--- config.mk ---
export PLATFORM = sky130hd
export DESIGN_NAME = smc_misc_ctrl
export DESIGN_NICKNAME = d
export VERILOG_FILES = /design/src/smc_pkg.sv /design/src/smc_misc_ctrl.sv /design/src/smc_divider.sv
export SDC_FILE = /design/constraint.sdc
export NUM_CORES = 1
export LEC_CHECK = 0
export ABC_AREA = 1
export BUFFER_PORTS_ARGS = -buffer_cell sky130_fd_sc_hd__buf_2
export CAP_MARGIN = 20
export CORE_AREA = 2 2 83 85
export CTS_CLUSTER_DIAMETER = 40
export CTS_CLUSTER_SIZE = 28
export DETAILED_ROUTE_END_ITERATION = 10
export DIE_AREA = 0 0 85 87
export PLACE_DENSITY = 0.86
export SLEW_MARGIN = 15
export SYNTH_ARGS = -nofsm -noshare
export SYNTH_HDL_FRONTEND = slang
export SYNTH_HIERARCHICAL = 1
export SYNTH_SLANG_ARGS = --single-unit
--- constraint.sdc ---
create_clock -name aclk -period 3.4 [get_ports aclk]
set_input_delay 0.17 -clock aclk [delete_from_list [all_inputs] [get_ports aclk]]
set_output_delay 0.17 -clock aclk [all_outputs]
set_load 0.1 [all_outputs]
--- src/smc_pkg.sv ---
// Behaviour
// - Program or erase and its charge pump keep running unchanged during wait.
// - Power-on flag set by power-on reset only, cleared by writing zero.
// - Two sensitivity bits pick low level, falling, rising or both edges.
// - Sensitivity writes need CPU interrupt mask set; reset clears both bits.
// - Interrupt enable bit writable only with mask set; reset sets it.
// - Pulse A period is 4096 timer clocks when set, 256 when clear.
// - Pulse B period is 4096 timer clocks when set, 256 when clear.
// - Slow mode divides bus clock by 32 instead of 2.
// - Slow mode cleared by reset and on entering stop.
// - Writing one enables and reloads watchdog; writing zero does nothing.
// - After any reset the watchdog bit takes the mask option value.
package smc_pkg;

  // ****************************************************************
  // Register map
  // ****************************************************************
  localparam logic [11:0] SMC_MISC_OFFS   = 12'h00c;
  localparam logic [11:0] SMC_IRQ_STAT    = 12'h010;
  localparam logic [11:0] SMC_IRQ_MASK    = 12'h014;

  // Field positions in the control register
  localparam int SMC_POR_BIT  = 7;
  localparam int SMC_IRQ_POSITIVE_SELECT_BIT = 6;
  localparam int SMC_IRQ_NEGATIVE_SELECT_BIT = 5;
  localparam int SMC_EXT_INTERRUPT_ENABLE_BIT = 4;
  localparam int SMC_SFA_BIT  = 3;
  localparam int SMC_SFB_BIT  = 2;
  localparam int SMC_SM_BIT   = 1;
  localparam int SMC_WDG_BIT  = 0;

  // Event bits in the status and mask registers
  localparam int SMC_EV_WDG_REFRESH = 0;
  localparam int SMC_EV_STOP_CLEAR  = 1;
  localparam int SMC_EV_BLOCKED_WR  = 2;
  localparam int SMC_EV_W           = 3;

  // Reset values
  localparam logic       SMC_EXT_INTERRUPT_ENABLE_RST = 1'h1;
  localparam logic [2:0] SMC_EV_RST   = 3'h0;

  // Timing counts
  localparam logic [12:0] SMC_PERIOD_SLOW = 13'h1000;
  localparam logic [12:0] SMC_PERIOD_FAST = 13'h0100;
  localparam logic [4:0]  SMC_DIV_SLOW    = 5'h1f;
  localparam logic [4:0]  SMC_DIV_NORMAL  = 5'h01;

  localparam logic [1:0] SMC_RESP_OKAY   = 2'h0;
  localparam logic [1:0] SMC_RESP_SLVERR = 2'h2;

  // Irq sensitivity decoded from the two select bits
  typedef enum logic [1:0] {
    SMC_SENS_LOW_FALL = 2'h0,
    SMC_SENS_FALL     = 2'h1,
    SMC_SENS_RISE     = 2'h2,
    SMC_SENS_BOTH     = 2'h3
  } smc_sens_t;

  // Control fields driven out of the block
  typedef struct packed {
    logic       irq_positive_select;
    logic       irq_negative_select;
    logic       ext_interrupt_enable;
    logic       pulse_a_period_select;
    logic       pulse_b_period_select;
    logic       bus_slow_mode;
    logic       watchdog_enable_refresh;
  } smc_ctrl_t;

endpackage : smc_pkg

--- src/smc_misc_ctrl.sv ---
`timescale 1ns/100ps
module smc_misc_ctrl
  import smc_pkg::*;
#(
  parameter logic WDG_MASK_OPTION = 1'h1
)
(
  input  wire logic        aclk,
  input  wire logic        aresetn,
  input  wire logic        ce,
  // Reset cause and CPU state
  input  wire logic        power_on_reset,
  input  wire logic        cpu_irq_mask,
  input  wire logic        stop_entry,
  input  wire logic        wait_state,
  input  wire logic        nvm_op_active,
  input  wire logic        irq_pin_n,
  // AXI4-Lite slave
  input  wire logic [11:0] s_axi_awaddr,
  input  wire logic        s_axi_awvalid,
  output logic             s_axi_awready,
  input  wire logic [31:0] s_axi_wdata,
  input  wire logic [3:0]  s_axi_wstrb,
  input  wire logic        s_axi_wvalid,
  output logic             s_axi_wready,
  output logic [1:0]       s_axi_bresp,
  output logic             s_axi_bvalid,
  input  wire logic        s_axi_bready,
  input  wire logic [11:0] s_axi_araddr,
  input  wire logic        s_axi_arvalid,
  output logic             s_axi_arready,
  output logic [31:0]      s_axi_rdata,
  output logic [1:0]       s_axi_rresp,
  output logic             s_axi_rvalid,
  input  wire logic        s_axi_rready,
  // Block outputs
  output smc_ctrl_t        ctrl,
  output smc_sens_t        irq_sensitivity,
  output logic [12:0]      pulse_a_period,
  output logic [12:0]      pulse_b_period,
  output logic             bus_clk_tick,
  output logic             watchdog_reload,
  output logic             ext_irq_event,
  output logic             nvm_pump_run,
  output logic             irq
);

  // ****************************************************************
  // Register state
  // ****************************************************************
  logic             por_flag_reg;
  logic             irq_positive_select_reg;
  logic             irq_negative_select_reg;
  logic             ext_interrupt_enable_reg;
  logic             sfa_reg;
  logic             sfb_reg;
  logic             sm_reg;
  logic             wdg_reg;
  logic             wdg_reload_reg;
  logic [SMC_EV_W-1:0] ev_stat_reg;
  logic [SMC_EV_W-1:0] ev_mask_reg;
  logic             por_seen_reg;

  // Bus channel state
  logic             aw_hold_reg;
  logic             w_hold_reg;
  logic [11:0]      awaddr_reg;
  logic [31:0]      wdata_reg;
  logic [3:0]       wstrb_reg;
  logic             bvalid_reg;
  logic [1:0]       bresp_reg;
  logic             rvalid_reg;
  logic [31:0]      rdata_reg;
  logic [1:0]       rresp_reg;

  // Irq pin synchroniser and edge history
  logic             irq_meta_reg;
  logic             irq_sync_reg;
  logic             irq_prev_reg;
  logic             ext_irq_event_reg;

  logic             wr_fire;
  logic             wr_misc;
  logic             wr_stat;
  logic             wr_mask;
  logic             wr_lane0;
  logic [7:0]       wbyte;
  logic             rd_fire;
  logic [SMC_EV_W-1:0] ev_set;
  logic [7:0]       misc_rd;

  // ****************************************************************
  // AXI4-Lite write path
  // ****************************************************************
  // Readies drop with ce so no beat is accepted while state is frozen
  assign s_axi_awready = ce && !aw_hold_reg && !bvalid_reg;
  assign s_axi_wready  = ce && !w_hold_reg && !bvalid_reg;

  // Address and data are latched independently, in either order
  always_ff @(posedge aclk)
  begin
    if (!aresetn)
    begin
      aw_hold_reg <= 1'b0;
      w_hold_reg  <= 1'b0;
      awaddr_reg  <= 12'h000;
      wdata_reg   <= 32'h0000_0000;
      wstrb_reg   <= 4'h0;
    end
    else if (ce)
    begin
      if (s_axi_awvalid && s_axi_awready)
      begin
        aw_hold_reg <= 1'b1;
        awaddr_reg  <= s_axi_awaddr;
      end
      if (s_axi_wvalid && s_axi_wready)
      begin
        w_hold_reg <= 1'b1;
        wdata_reg  <= s_axi_wdata;
        wstrb_reg  <= s_axi_wstrb;
      end
      if (wr_fire)
      begin
        aw_hold_reg <= 1'b0;
        w_hold_reg  <= 1'b0;
      end
    end
  end

  assign wr_fire  = ce && aw_hold_reg && w_hold_reg && !bvalid_reg;
  assign wr_lane0 = wstrb_reg[0];
  assign wbyte    = wdata_reg[7:0];
  assign wr_misc  = wr_fire && wr_lane0 &&
                    (awaddr_reg[11:2] == SMC_MISC_OFFS[11:2]);
  assign wr_stat  = wr_fire && wr_lane0 &&
                    (awaddr_reg[11:2] == SMC_IRQ_STAT[11:2]);
  assign wr_mask  = wr_fire && wr_lane0 &&
                    (awaddr_reg[11:2] == SMC_IRQ_MASK[11:2]);

  // Response; unmapped addresses answer SLVERR
  always_ff @(posedge aclk)
  begin
    if (!aresetn)
    begin
      bvalid_reg <= 1'b0;
      bresp_reg  <= SMC_RESP_OKAY;
    end
    else if (ce)
    begin
      if (wr_fire)
      begin
        bvalid_reg <= 1'b1;
        bresp_reg  <= (awaddr_reg[11:2] == SMC_MISC_OFFS[11:2] ||
                       awaddr_reg[11:2] == SMC_IRQ_STAT[11:2] ||
                       awaddr_reg[11:2] == SMC_IRQ_MASK[11:2])
                      ? SMC_RESP_OKAY : SMC_RESP_SLVERR;
      end
      else if (s_axi_bready)
        bvalid_reg <= 1'b0;
    end
  end

  assign s_axi_bvalid = bvalid_reg;
  assign s_axi_bresp  = bresp_reg;

  // ****************************************************************
  // Control register fields
  // ****************************************************************

  // Power-on flag: hardware sets, software only clears by writing 0
  always_ff @(posedge aclk)
  begin
    if (!aresetn)
      por_seen_reg <= 1'b0;
    else if (ce)
      por_seen_reg <= power_on_reset;
  end

  // Flag caught after release so reset takes only a constant
  always_ff @(posedge aclk)
  begin
    if (!aresetn)
      por_flag_reg <= 1'b0;
    else if (ce)
    begin
      if (power_on_reset && !por_seen_reg)
        por_flag_reg <= 1'b1;
      else if (wr_misc && !wbyte[SMC_POR_BIT])
        por_flag_reg <= 1'b0;
    end
  end

  // Sensitivity and enable only change while CPU masks interrupts
  always_ff @(posedge aclk)
  begin
    if (!aresetn)
    begin
      irq_positive_select_reg <= 1'b0;
      irq_negative_select_reg <= 1'b0;
      ext_interrupt_enable_reg <= SMC_EXT_INTERRUPT_ENABLE_RST;
    end
    else if (ce && wr_misc && cpu_irq_mask)
    begin
      irq_positive_select_reg <= wbyte[SMC_IRQ_POSITIVE_SELECT_BIT];
      irq_negative_select_reg <= wbyte[SMC_IRQ_NEGATIVE_SELECT_BIT];
      ext_interrupt_enable_reg <= wbyte[SMC_EXT_INTERRUPT_ENABLE_BIT];
    end
  end

  // Period selects take effect at once; there is no shadow copy
  always_ff @(posedge aclk)
  begin
    if (!aresetn)
    begin
      sfa_reg <= 1'b0;
      sfb_reg <= 1'b0;
    end
    else if (ce && wr_misc)
    begin
      sfa_reg <= wbyte[SMC_SFA_BIT];
      sfb_reg <= wbyte[SMC_SFB_BIT];
    end
  end

  // Stop entry beats a same-cycle write so the bus never stays slow
  always_ff @(posedge aclk)
  begin
    if (!aresetn)
      sm_reg <= 1'b0;
    else if (ce)
    begin
      if (stop_entry)
        sm_reg <= 1'b0;
      else if (wr_misc)
        sm_reg <= wbyte[SMC_SM_BIT];
    end
  end

  // Watchdog bit: reset to mask option, only writable to one
  always_ff @(posedge aclk)
  begin
    if (!aresetn)
    begin
      wdg_reg        <= WDG_MASK_OPTION;
      wdg_reload_reg <= 1'b0;
    end
    else if (ce)
    begin
      wdg_reload_reg <= wr_misc && wbyte[SMC_WDG_BIT];
      if (wr_misc && wbyte[SMC_WDG_BIT])
        wdg_reg <= 1'b1;
    end
  end

  // ****************************************************************
  // Derived behaviour
  // ****************************************************************
  assign pulse_a_period = sfa_reg ? SMC_PERIOD_SLOW : SMC_PERIOD_FAST;
  assign pulse_b_period = sfb_reg ? SMC_PERIOD_SLOW : SMC_PERIOD_FAST;
  assign irq_sensitivity = smc_sens_t'({irq_positive_select_reg, irq_negative_select_reg});

  // Bus tick every 2 or 32 cycles of the oscillator clock
  smc_divider #(
    .W (5)
  ) u_bus_div (
    .aclk    (aclk),
    .aresetn (aresetn),
    .ce      (ce),
    .limit   (sm_reg ? SMC_DIV_SLOW : SMC_DIV_NORMAL),
    .tick    (bus_clk_tick)
  );

  // Wait does not stop the pump; only the stop request does
  assign nvm_pump_run = nvm_op_active && !stop_entry;

  // Irq pin: two flops, then edge and level detect
  always_ff @(posedge aclk)
  begin
    if (!aresetn)
    begin
      irq_meta_reg      <= 1'b1;
      irq_sync_reg      <= 1'b1;
      irq_prev_reg      <= 1'b1;
      ext_irq_event_reg <= 1'b0;
    end
    else if (ce)
    begin
      irq_meta_reg <= irq_pin_n;
      irq_sync_reg <= irq_meta_reg;
      irq_prev_reg <= irq_sync_reg;
      case (irq_sensitivity)
        SMC_SENS_LOW_FALL:
          ext_irq_event_reg <= ext_interrupt_enable_reg && !irq_sync_reg;
        SMC_SENS_FALL:
          ext_irq_event_reg <= ext_interrupt_enable_reg && irq_prev_reg && !irq_sync_reg;
        SMC_SENS_RISE:
          ext_irq_event_reg <= ext_interrupt_enable_reg && !irq_prev_reg && irq_sync_reg;
        SMC_SENS_BOTH:
          ext_irq_event_reg <= ext_interrupt_enable_reg && (irq_prev_reg != irq_sync_reg);
        default:
          ext_irq_event_reg <= 1'b0;
      endcase
    end
  end

  // ****************************************************************
  // Event status and interrupt
  // ****************************************************************
  always_comb
  begin
    ev_set = '0;
    ev_set[SMC_EV_WDG_REFRESH] = wr_misc && wbyte[SMC_WDG_BIT];
    ev_set[SMC_EV_STOP_CLEAR]  = stop_entry && sm_reg;
    ev_set[SMC_EV_BLOCKED_WR]  = wr_misc && !cpu_irq_mask;
  end

  // Set wins over a write-one clear in the same cycle
  always_ff @(posedge aclk)
  begin
    if (!aresetn)
    begin
      ev_stat_reg <= SMC_EV_RST;
      ev_mask_reg <= SMC_EV_RST;
    end
    else if (ce)
    begin
      ev_stat_reg <= (ev_stat_reg &
                      ~(wr_stat ? wbyte[SMC_EV_W-1:0] : '0)) | ev_set;
      if (wr_mask)
        ev_mask_reg <= wbyte[SMC_EV_W-1:0];
    end
  end

  assign irq = |(ev_stat_reg & ev_mask_reg);

  // ****************************************************************
  // AXI4-Lite read path
  // ****************************************************************
  assign misc_rd = {por_flag_reg, irq_positive_select_reg, irq_negative_select_reg, ext_interrupt_enable_reg,
                    sfa_reg, sfb_reg, sm_reg, wdg_reg};
  assign s_axi_arready = ce && !rvalid_reg;
  assign rd_fire = ce && s_axi_arvalid && s_axi_arready;

  // One-cycle read latency; unmapped reads return zero with SLVERR
  always_ff @(posedge aclk)
  begin
    if (!aresetn)
    begin
      rvalid_reg <= 1'b0;
      rdata_reg  <= 32'h0000_0000;
      rresp_reg  <= SMC_RESP_OKAY;
    end
    else if (ce)
    begin
      if (rd_fire)
      begin
        rvalid_reg <= 1'b1;
        rresp_reg  <= SMC_RESP_OKAY;
        case (s_axi_araddr[11:2])
          SMC_MISC_OFFS[11:2]: rdata_reg <= {24'h000000, misc_rd};
          SMC_IRQ_STAT[11:2]:  rdata_reg <= {29'h0, ev_stat_reg};
          SMC_IRQ_MASK[11:2]:  rdata_reg <= {29'h0, ev_mask_reg};
          default:
          begin
            rdata_reg <= 32'h0000_0000;
            rresp_reg <= SMC_RESP_SLVERR;
          end
        endcase
      end
      else if (s_axi_rready)
        rvalid_reg <= 1'b0;
    end
  end

  assign s_axi_rvalid = rvalid_reg;
  assign s_axi_rdata  = rdata_reg;
  assign s_axi_rresp  = rresp_reg;

  // ****************************************************************
  // Outputs
  // ****************************************************************
  assign ctrl = '{irq_positive_select:     irq_positive_select_reg,
                  irq_negative_select:     irq_negative_select_reg,
                  ext_interrupt_enable:    ext_interrupt_enable_reg,
                  pulse_a_period_select:   sfa_reg,
                  pulse_b_period_select:   sfb_reg,
                  bus_slow_mode:           sm_reg,
                  watchdog_enable_refresh: wdg_reg};
  assign watchdog_reload = wdg_reload_reg;
  assign ext_irq_event   = ext_irq_event_reg;

  // Unused wait input kept: wait leaves every field untouched
  logic unused_wait;
  assign unused_wait = wait_state;

endmodule : smc_misc_ctrl

--- src/smc_divider.sv ---
`timescale 1ns/100ps
// Programmable divider giving a one-cycle tick every limit+1 enabled cycles
module smc_divider
  import smc_pkg::*;
#(
  parameter int W = 5
)
(
  input  wire logic         aclk,
  input  wire logic         aresetn,
  input  wire logic         ce,
  input  wire logic [W-1:0] limit,
  output logic              tick
);

  logic [W-1:0] cnt_reg;

  // Count up, wrap at limit; a lowered limit wraps at once
  always_ff @(posedge aclk)
  begin
    if (!aresetn)
      cnt_reg <= '0;
    else if (ce)
    begin
      if (cnt_reg >= limit)
        cnt_reg <= '0;
      else
        cnt_reg <= cnt_reg + 1'b1;
    end
  end

  assign tick = ce && (cnt_reg >= limit);

endmodule : smc_divider

==> impl_metrics.toml, run 1 <==
[cts]
cts_tree = "done"
cts_buffers = 9
cts_resized = 0
clk_latency_ns = 0.32
cts.sinks = 57
clock_path_buffers = 2
htreeDepth = 3
root_buffer = "clkbuf_8"
holdBufCountCts = 0
cts_setup_buffers = 0
clk_pin_slew_ns = 0.06

[synthesis]
netlist_instances = 426
syn-mean-instance-area_sq_um = 7.38
ys_ff_latch = 57
synth_cell_types = 32
async_flop_share_pct = 0
syn_area_sq_um = 3140
yosys-top-cells-count = "buf_4, nand2_1, dfxtp_1"
ys_top_cells_by_area = "dfxtp_1, buf_4, nand2_1"
synth_ff_type = "dfxtp_1"
synth-warning-count = 6
synth_top_area_share_pct = 36.3
synth_top_cell_by_area = "dfxtp_1"
synth_edf_count = 0
seq_area_frac_synth_pct = 36.3

[setup_path]
critPathCapture = "bus_clk_tick"
criticalPathCategory = "reg2out"
cp.depth = 9
cpPeakStageDelay_ns = 0.50
crit_chain = "inv_1 -> ha_1 -> inv_1 -> a21oi_1 -> nand2_1 -> nand3_2 -> nand2_2 -> inv_1 -> buf_2"
r2r-start = "sm_reg"
critical-path-top-delay-family = "buffers and inverters"
crit_top_cell = "inv_1"
r2r_cells = 7
reg2reg_slack_ns = 1.90
worstSetupEndpointType = "output port"
crit_arrival_ns = 2.03
start_kind = "flop"
crit_slowest_cell = "dfxtp_1"
crit_path_start = "sm_reg"
worst-path-max-fanout = 8
cp_num_buf_inv = 4
cp.required_ns = 3.23
r2r_end = "u_bus_div/cnt_reg[0]"

[sta]
drv_slew = 0
fmax_mhz = 455
setup_tns_ns = 0
fin_worst_skew_ns = 0.00584
finalCriticalPeriod_ns = 2.20
worst_pin_slew_ns = 0.619
period_share_pct = 64.6
hold_viol = 0
relSlewSlack_pct = 58.7
final-setup-viol-count = 0
rsz0062_at_grt = "false"

[placement]
place_congestion = 0.805
numPortBuffers = 73
dp.final_hpwl_um = 4890
placed_cells = 557

[power_and_ir_drop]
p_total_mw = 1.70
p_leak_nw = 1.75
irDropWorstVdd_v = 0.000237
p_per_area_nw_per_um2 = 493

[drt]
drt_pass1_iterations = 4
dr.first_iter.drc_count = 131
vias_per_cell = 4.68
vias = 2679
routedWlPerCell_um = 11.1
ant_nets = 0
wirelength_um = 6320
drc = 0

[cells_and_area]
final-seq-area_sq_um = 1140
area_growth_pct = 9.40
largest_reg_flops = 10
drive_gt1_share_pct = 22.8
multi_input_area_sq_um = 1490
final_cells = 572
diodes = 0
fin_nets = 571
utilization_pct = 52.3
fill_cells = 652

[job]
drv_cap = 0

[global_route]
grt_use_total_pct = 17.3
grt-ovfl-total = 0
grt_pass1_wl_um = 10300
grt_max_degree = 40
antenna_found_initial = 0
grt_pass1_vias = 2358

[die]
ios = 155
placementRows = 30
die_w_um = 85
floorplan.initialDensity_pct = 47.8
die-area_sq_um = 7400
core-area_sq_um = 6570
chipHeight_um = 87

[status]
status = "complete, no violations"

[min_path]
hold_path_class = "in2reg"
-- worst min-delay path by stage --
stage | startpoint | slack, ns | cells after the start | endpoint
after detailed placement | irq_pin_n | 0.39 | 3 | irq_meta_reg
final | irq_pin_n | 0.06 | 3 | irq_meta_reg
after floorplan | irq_pin_n | 0.30 | 2 | irq_meta_reg
after CTS | irq_pin_n | 0.05 | 3 | irq_meta_reg
after global placement | irq_pin_n | 0.39 | 3 | irq_meta_reg
after global routing | irq_pin_n | 0.07 | 3 | irq_meta_reg
-- cells in the final DEF (no fill, tap or decap), types with 4 or more instances in the layout --
master / count
a21oi_1: 33
buf_2: 73
clkbuf_8: 10
clkinv_2: 4
conb_1: 50
dfxtp_1: 57
ha_1: 9
inv_1: 43
nand2_1: 60
nand2_2: 4
nand3_1: 22
nand4_1: 8
nor2_1: 53
nor2_2: 9
o21ai_0: 32
-- layer usage --
| layer | vias to the layer above | track usage [%] | part of all wire (%) |
|---|---|---|---|
| met4 | 0 | 8.95 | 1.0 |
| met2 | 110 | 30.0 | 48 |
| met3 | 7 | 4.08 | 7.8 |
| li1 | 1367 | - | - |
| met5 | - | 0 | 0 |
| met1 | 1195 | 19.9 | 43 |
-- kinds of logic (layout without fill, tap and decap cells) --
logic type	after synthesis	after routing	synth area share, %
DFF	57	57	36.3
muxes	1	1	0.319
AOI/OAI and AO/OA	67	67	10.8
buffers and inverters	118	136	22.0
xor gates and xnor gates	4	4	1.12
and+or+nand+nor	168	168	25.6
other	2	50	0.239
adders and majority gates	9	9	3.58
-- power breakdown --
part / total (mW) / internal, mW / switching (mW)
combinational: 0.461 / 0.0594 / 0.401
sequential: 0.718 / 0.698 / 0.0195
clock: 0.518 / 0.275 / 0.243
total: 1.70 / 1.03 / 0.664
-- area by class of cell --
type / instances / area share, %
Inverter: 48 / 5.24
Timing Repair Buffer: 73 / 10.6
Tap cell: 80 / 2.91
Clock buffer: 11 / 4.11
Clock inverter: 4 / 0.582
Multi-Input combinational cell: 299 / 43.3
Sequential cell: 57 / 33.2
-- worst min-delay path, delay by kind of cell --
kind / cells / cell delay [ns]
AND/OR/NAND/NOR: 2 / 0.10
buffers and inverters: 1 / 0.08
-- per-stage QoR --
step / setup slack, ns / hold WS (ns) / area (sq um)
2_1_floorplan: 0.890 / 0.296 / 3320
3_3_place_gp: 1.54 / 0.386 / 3280
3_5_place_dp: 1.53 / 0.391 / 3280
4_1_cts: 1.17 / 0.0482 / 3440
5_1_grt: 1.03 / 0.0660 / 3440
6_report: 1.20 / 0.0558 / 3440
Power figures use the tool's default switching activity.
==> run 2, diff against run 1 <==
Settings changed: CORE_AREA 2 2 83 85 to 2 2 90 92, DIE_AREA 0 0 85 87 to 0 0 92 94, PLACE_DENSITY 0.86 to 0.78.
Clock period 3.4 ns to 1.9 ns, I/O delays scaled along.
==> impl_metrics.toml, run 2 (same netlist as run 1, synthesis figures left out) <==
[sta]
setup_tns_ns = 0
hold_ws_ns = 0.0129
worst_pin_slew_ns = 0.512
final-setup-viol-count = 0
finalCriticalPeriod_ns = 1.78
fin_worst_skew_ns = 0.00605
fmax_mhz = 562
worst_slack_ns = 0.122
rsz0062_at_grt = "false"
period_share_pct = 93.6
drv_slew = 0
hold_viol = 0
relSlewSlack_pct = 65.8

[drt]
vias_per_cell = 4.45
wl_met2_um = 3040
vias = 2685
wl_met1_um = 2960
drc = 0
drt_pass1_iterations = 4
routedWlPerCell_um = 10.8
top_layer_used = "met4"
wl_met3_um = 411
ant_nets = 0
wirelength_um = 6530
dr.first_iter.drc_count = 123

[cells_and_area]
fill_cells = 767
largest_reg_flops = 10
utilization_pct = 47.5
diodes = 0
final_cell_mix = "buf_2, nand2_1, dfxtp_1"
area_growth_pct = 14.9
final_cell_area_sq_um = 3610
drive_gt1_share_pct = 24.8
final_cells = 603
final_common_cell = "buf_2"
fin_nets = 579

[power_and_ir_drop]
pwr-share-clk_pct = 34.8
swShare_pct = 38.4
p_per_area_nw_per_um2 = 904
comb_power_share_pct = 25.9
power_switching_mw = 1.25
cell_internal_pwr_mw = 2.01
p_leak_nw = 1.81
seqPwrFrac_pct = 39.3
irDropWorstVdd_v = 0.000619
p_total_mw = 3.27

[cts]
cts.sinks = 57
htreeDepth = 3
cts_buffers = 9
clock_path_buffers = 2
clk_latency_ns = 0.33
root_buffer = "clkbuf_8"
clk_pin_slew_ns = 0.07
cts_tree = "done"

[setup_path]
crit_arrival_ns = 1.68
cp.required_ns = 1.80
criticalPathCategory = "reg2out"
r2r_cells = 7
crit_path_start = "sm_reg"
reg2reg_slack_ns = 0.42
worstSetupEndpointType = "output port"
r2r_end = "ext_irq_event"
critPathCapture = "bus_clk_tick"
worst-path-max-fanout = 7
start_kind = "flop"
r2r-start = "irq_positive_select_reg"

[die]
die_w_um = 92
ios = 155
chipHeight_um = 94
placementRows = 32
die-area_sq_um = 8650
floorplan.initialDensity_pct = 41.3
core-area_sq_um = 7610

[placement]
placed_cells = 582
place_congestion = 0.769
numPortBuffers = 73
dp.final_hpwl_um = 5030
dp_slack_ns = 0.291
place_area_sq_um = 3360

[status]
status = "complete, no violations"

[global_route]
grt_pass1_vias = 2293
grt_pass1_wl_um = 10400
grt-ovfl-total = 0
grt_max_degree = 39
grt_use_total_pct = 15.1
antenna_found_initial = 0

[min_path]
min_from = "s_axi_awaddr[10]"
hold_path_class = "in2reg"

[job]
drv_cap = 0
-- run 2: cell count changes in the layout (fill, tap and decap cells not counted), sizes merged --
| cell | change |
|---|---|
| dlygate4sd3 | +3 |
| buf | +5 |
| clkinv | -3 |
| clkbuf | -1 |
| bufinv | +1 |
| clkinvlp | +2 |
| inv | +2 |
-- run 2: layer usage --
layer	global-route usage, %	up-vias
met1	18.6	1187
met2	24.9	106
met4	7.09	0
met3	3.69	10
met5	0	-
li1	-	1382
-- run 2: cell type report --
cell class | instances | area, sq um | area share, %
Clock inverter | 6 | 65.1 | 1.80
Clock buffer | 10 | 138 | 3.81
Inverter | 48 | 180 | 4.99
Timing Repair Buffer | 81 | 448 | 12.4
Sequential cell | 57 | 1150 | 31.8
Multi-Input combinational cell | 299 | 1500 | 41.6
Tap cell | 102 | 128 | 3.53
-- run 2: worst max-delay path: stages (launching register included) --
cell and delay [ns]:
dfxtp_4 0.38, inv_1 0.05, ha_1 0.31, nand2_1 0.08
nor2_1 0.09, nand2_1 0.07, nand3_2 0.06, nand2_2 0.07
inv_2 0.08, buf_12 0.17
-- run 2: power groups by stage --
| stage | Combinational (mW) | Clock, mW | Sequential [mW] |
|---|---|---|---|
| 2_1_floorplan | 0.739 | 0 | 1.38 |
| 3_5_place_dp | 0.842 | 0 | 1.31 |
| 3_3_place_gp | 0.832 | 0 | 1.31 |
| 4_1_cts | 0.848 | 1.17 | 1.28 |
| 6_report | 0.847 | 1.14 | 1.28 |
| 5_1_grt | 0.893 | 1.21 | 1.29 |
-- run 2: worst min path at each step --
stage / to / slack [ns] / depth (start not counted)
CTS: awaddr_reg[10] / 0.0006 / 3
detailed placement: irq_meta_reg / 0.32 / 3
global placement: irq_meta_reg / 0.31 / 3
finish: awaddr_reg[10] / 0.01 / 3
global route: awaddr_reg[10] / 0.02 / 3
floorplan: irq_meta_reg / 0.22 / 2
-- run 2: repair_timing --
item                                    4_1_cts  5_1_grt
endpoints found under the setup margin        1        1
hold buffers                                  3        0
setup buffers                                 0        2
resized for setup                             1        3
gates cloned                                  0        0
endpoints found under the hold margin         3        0
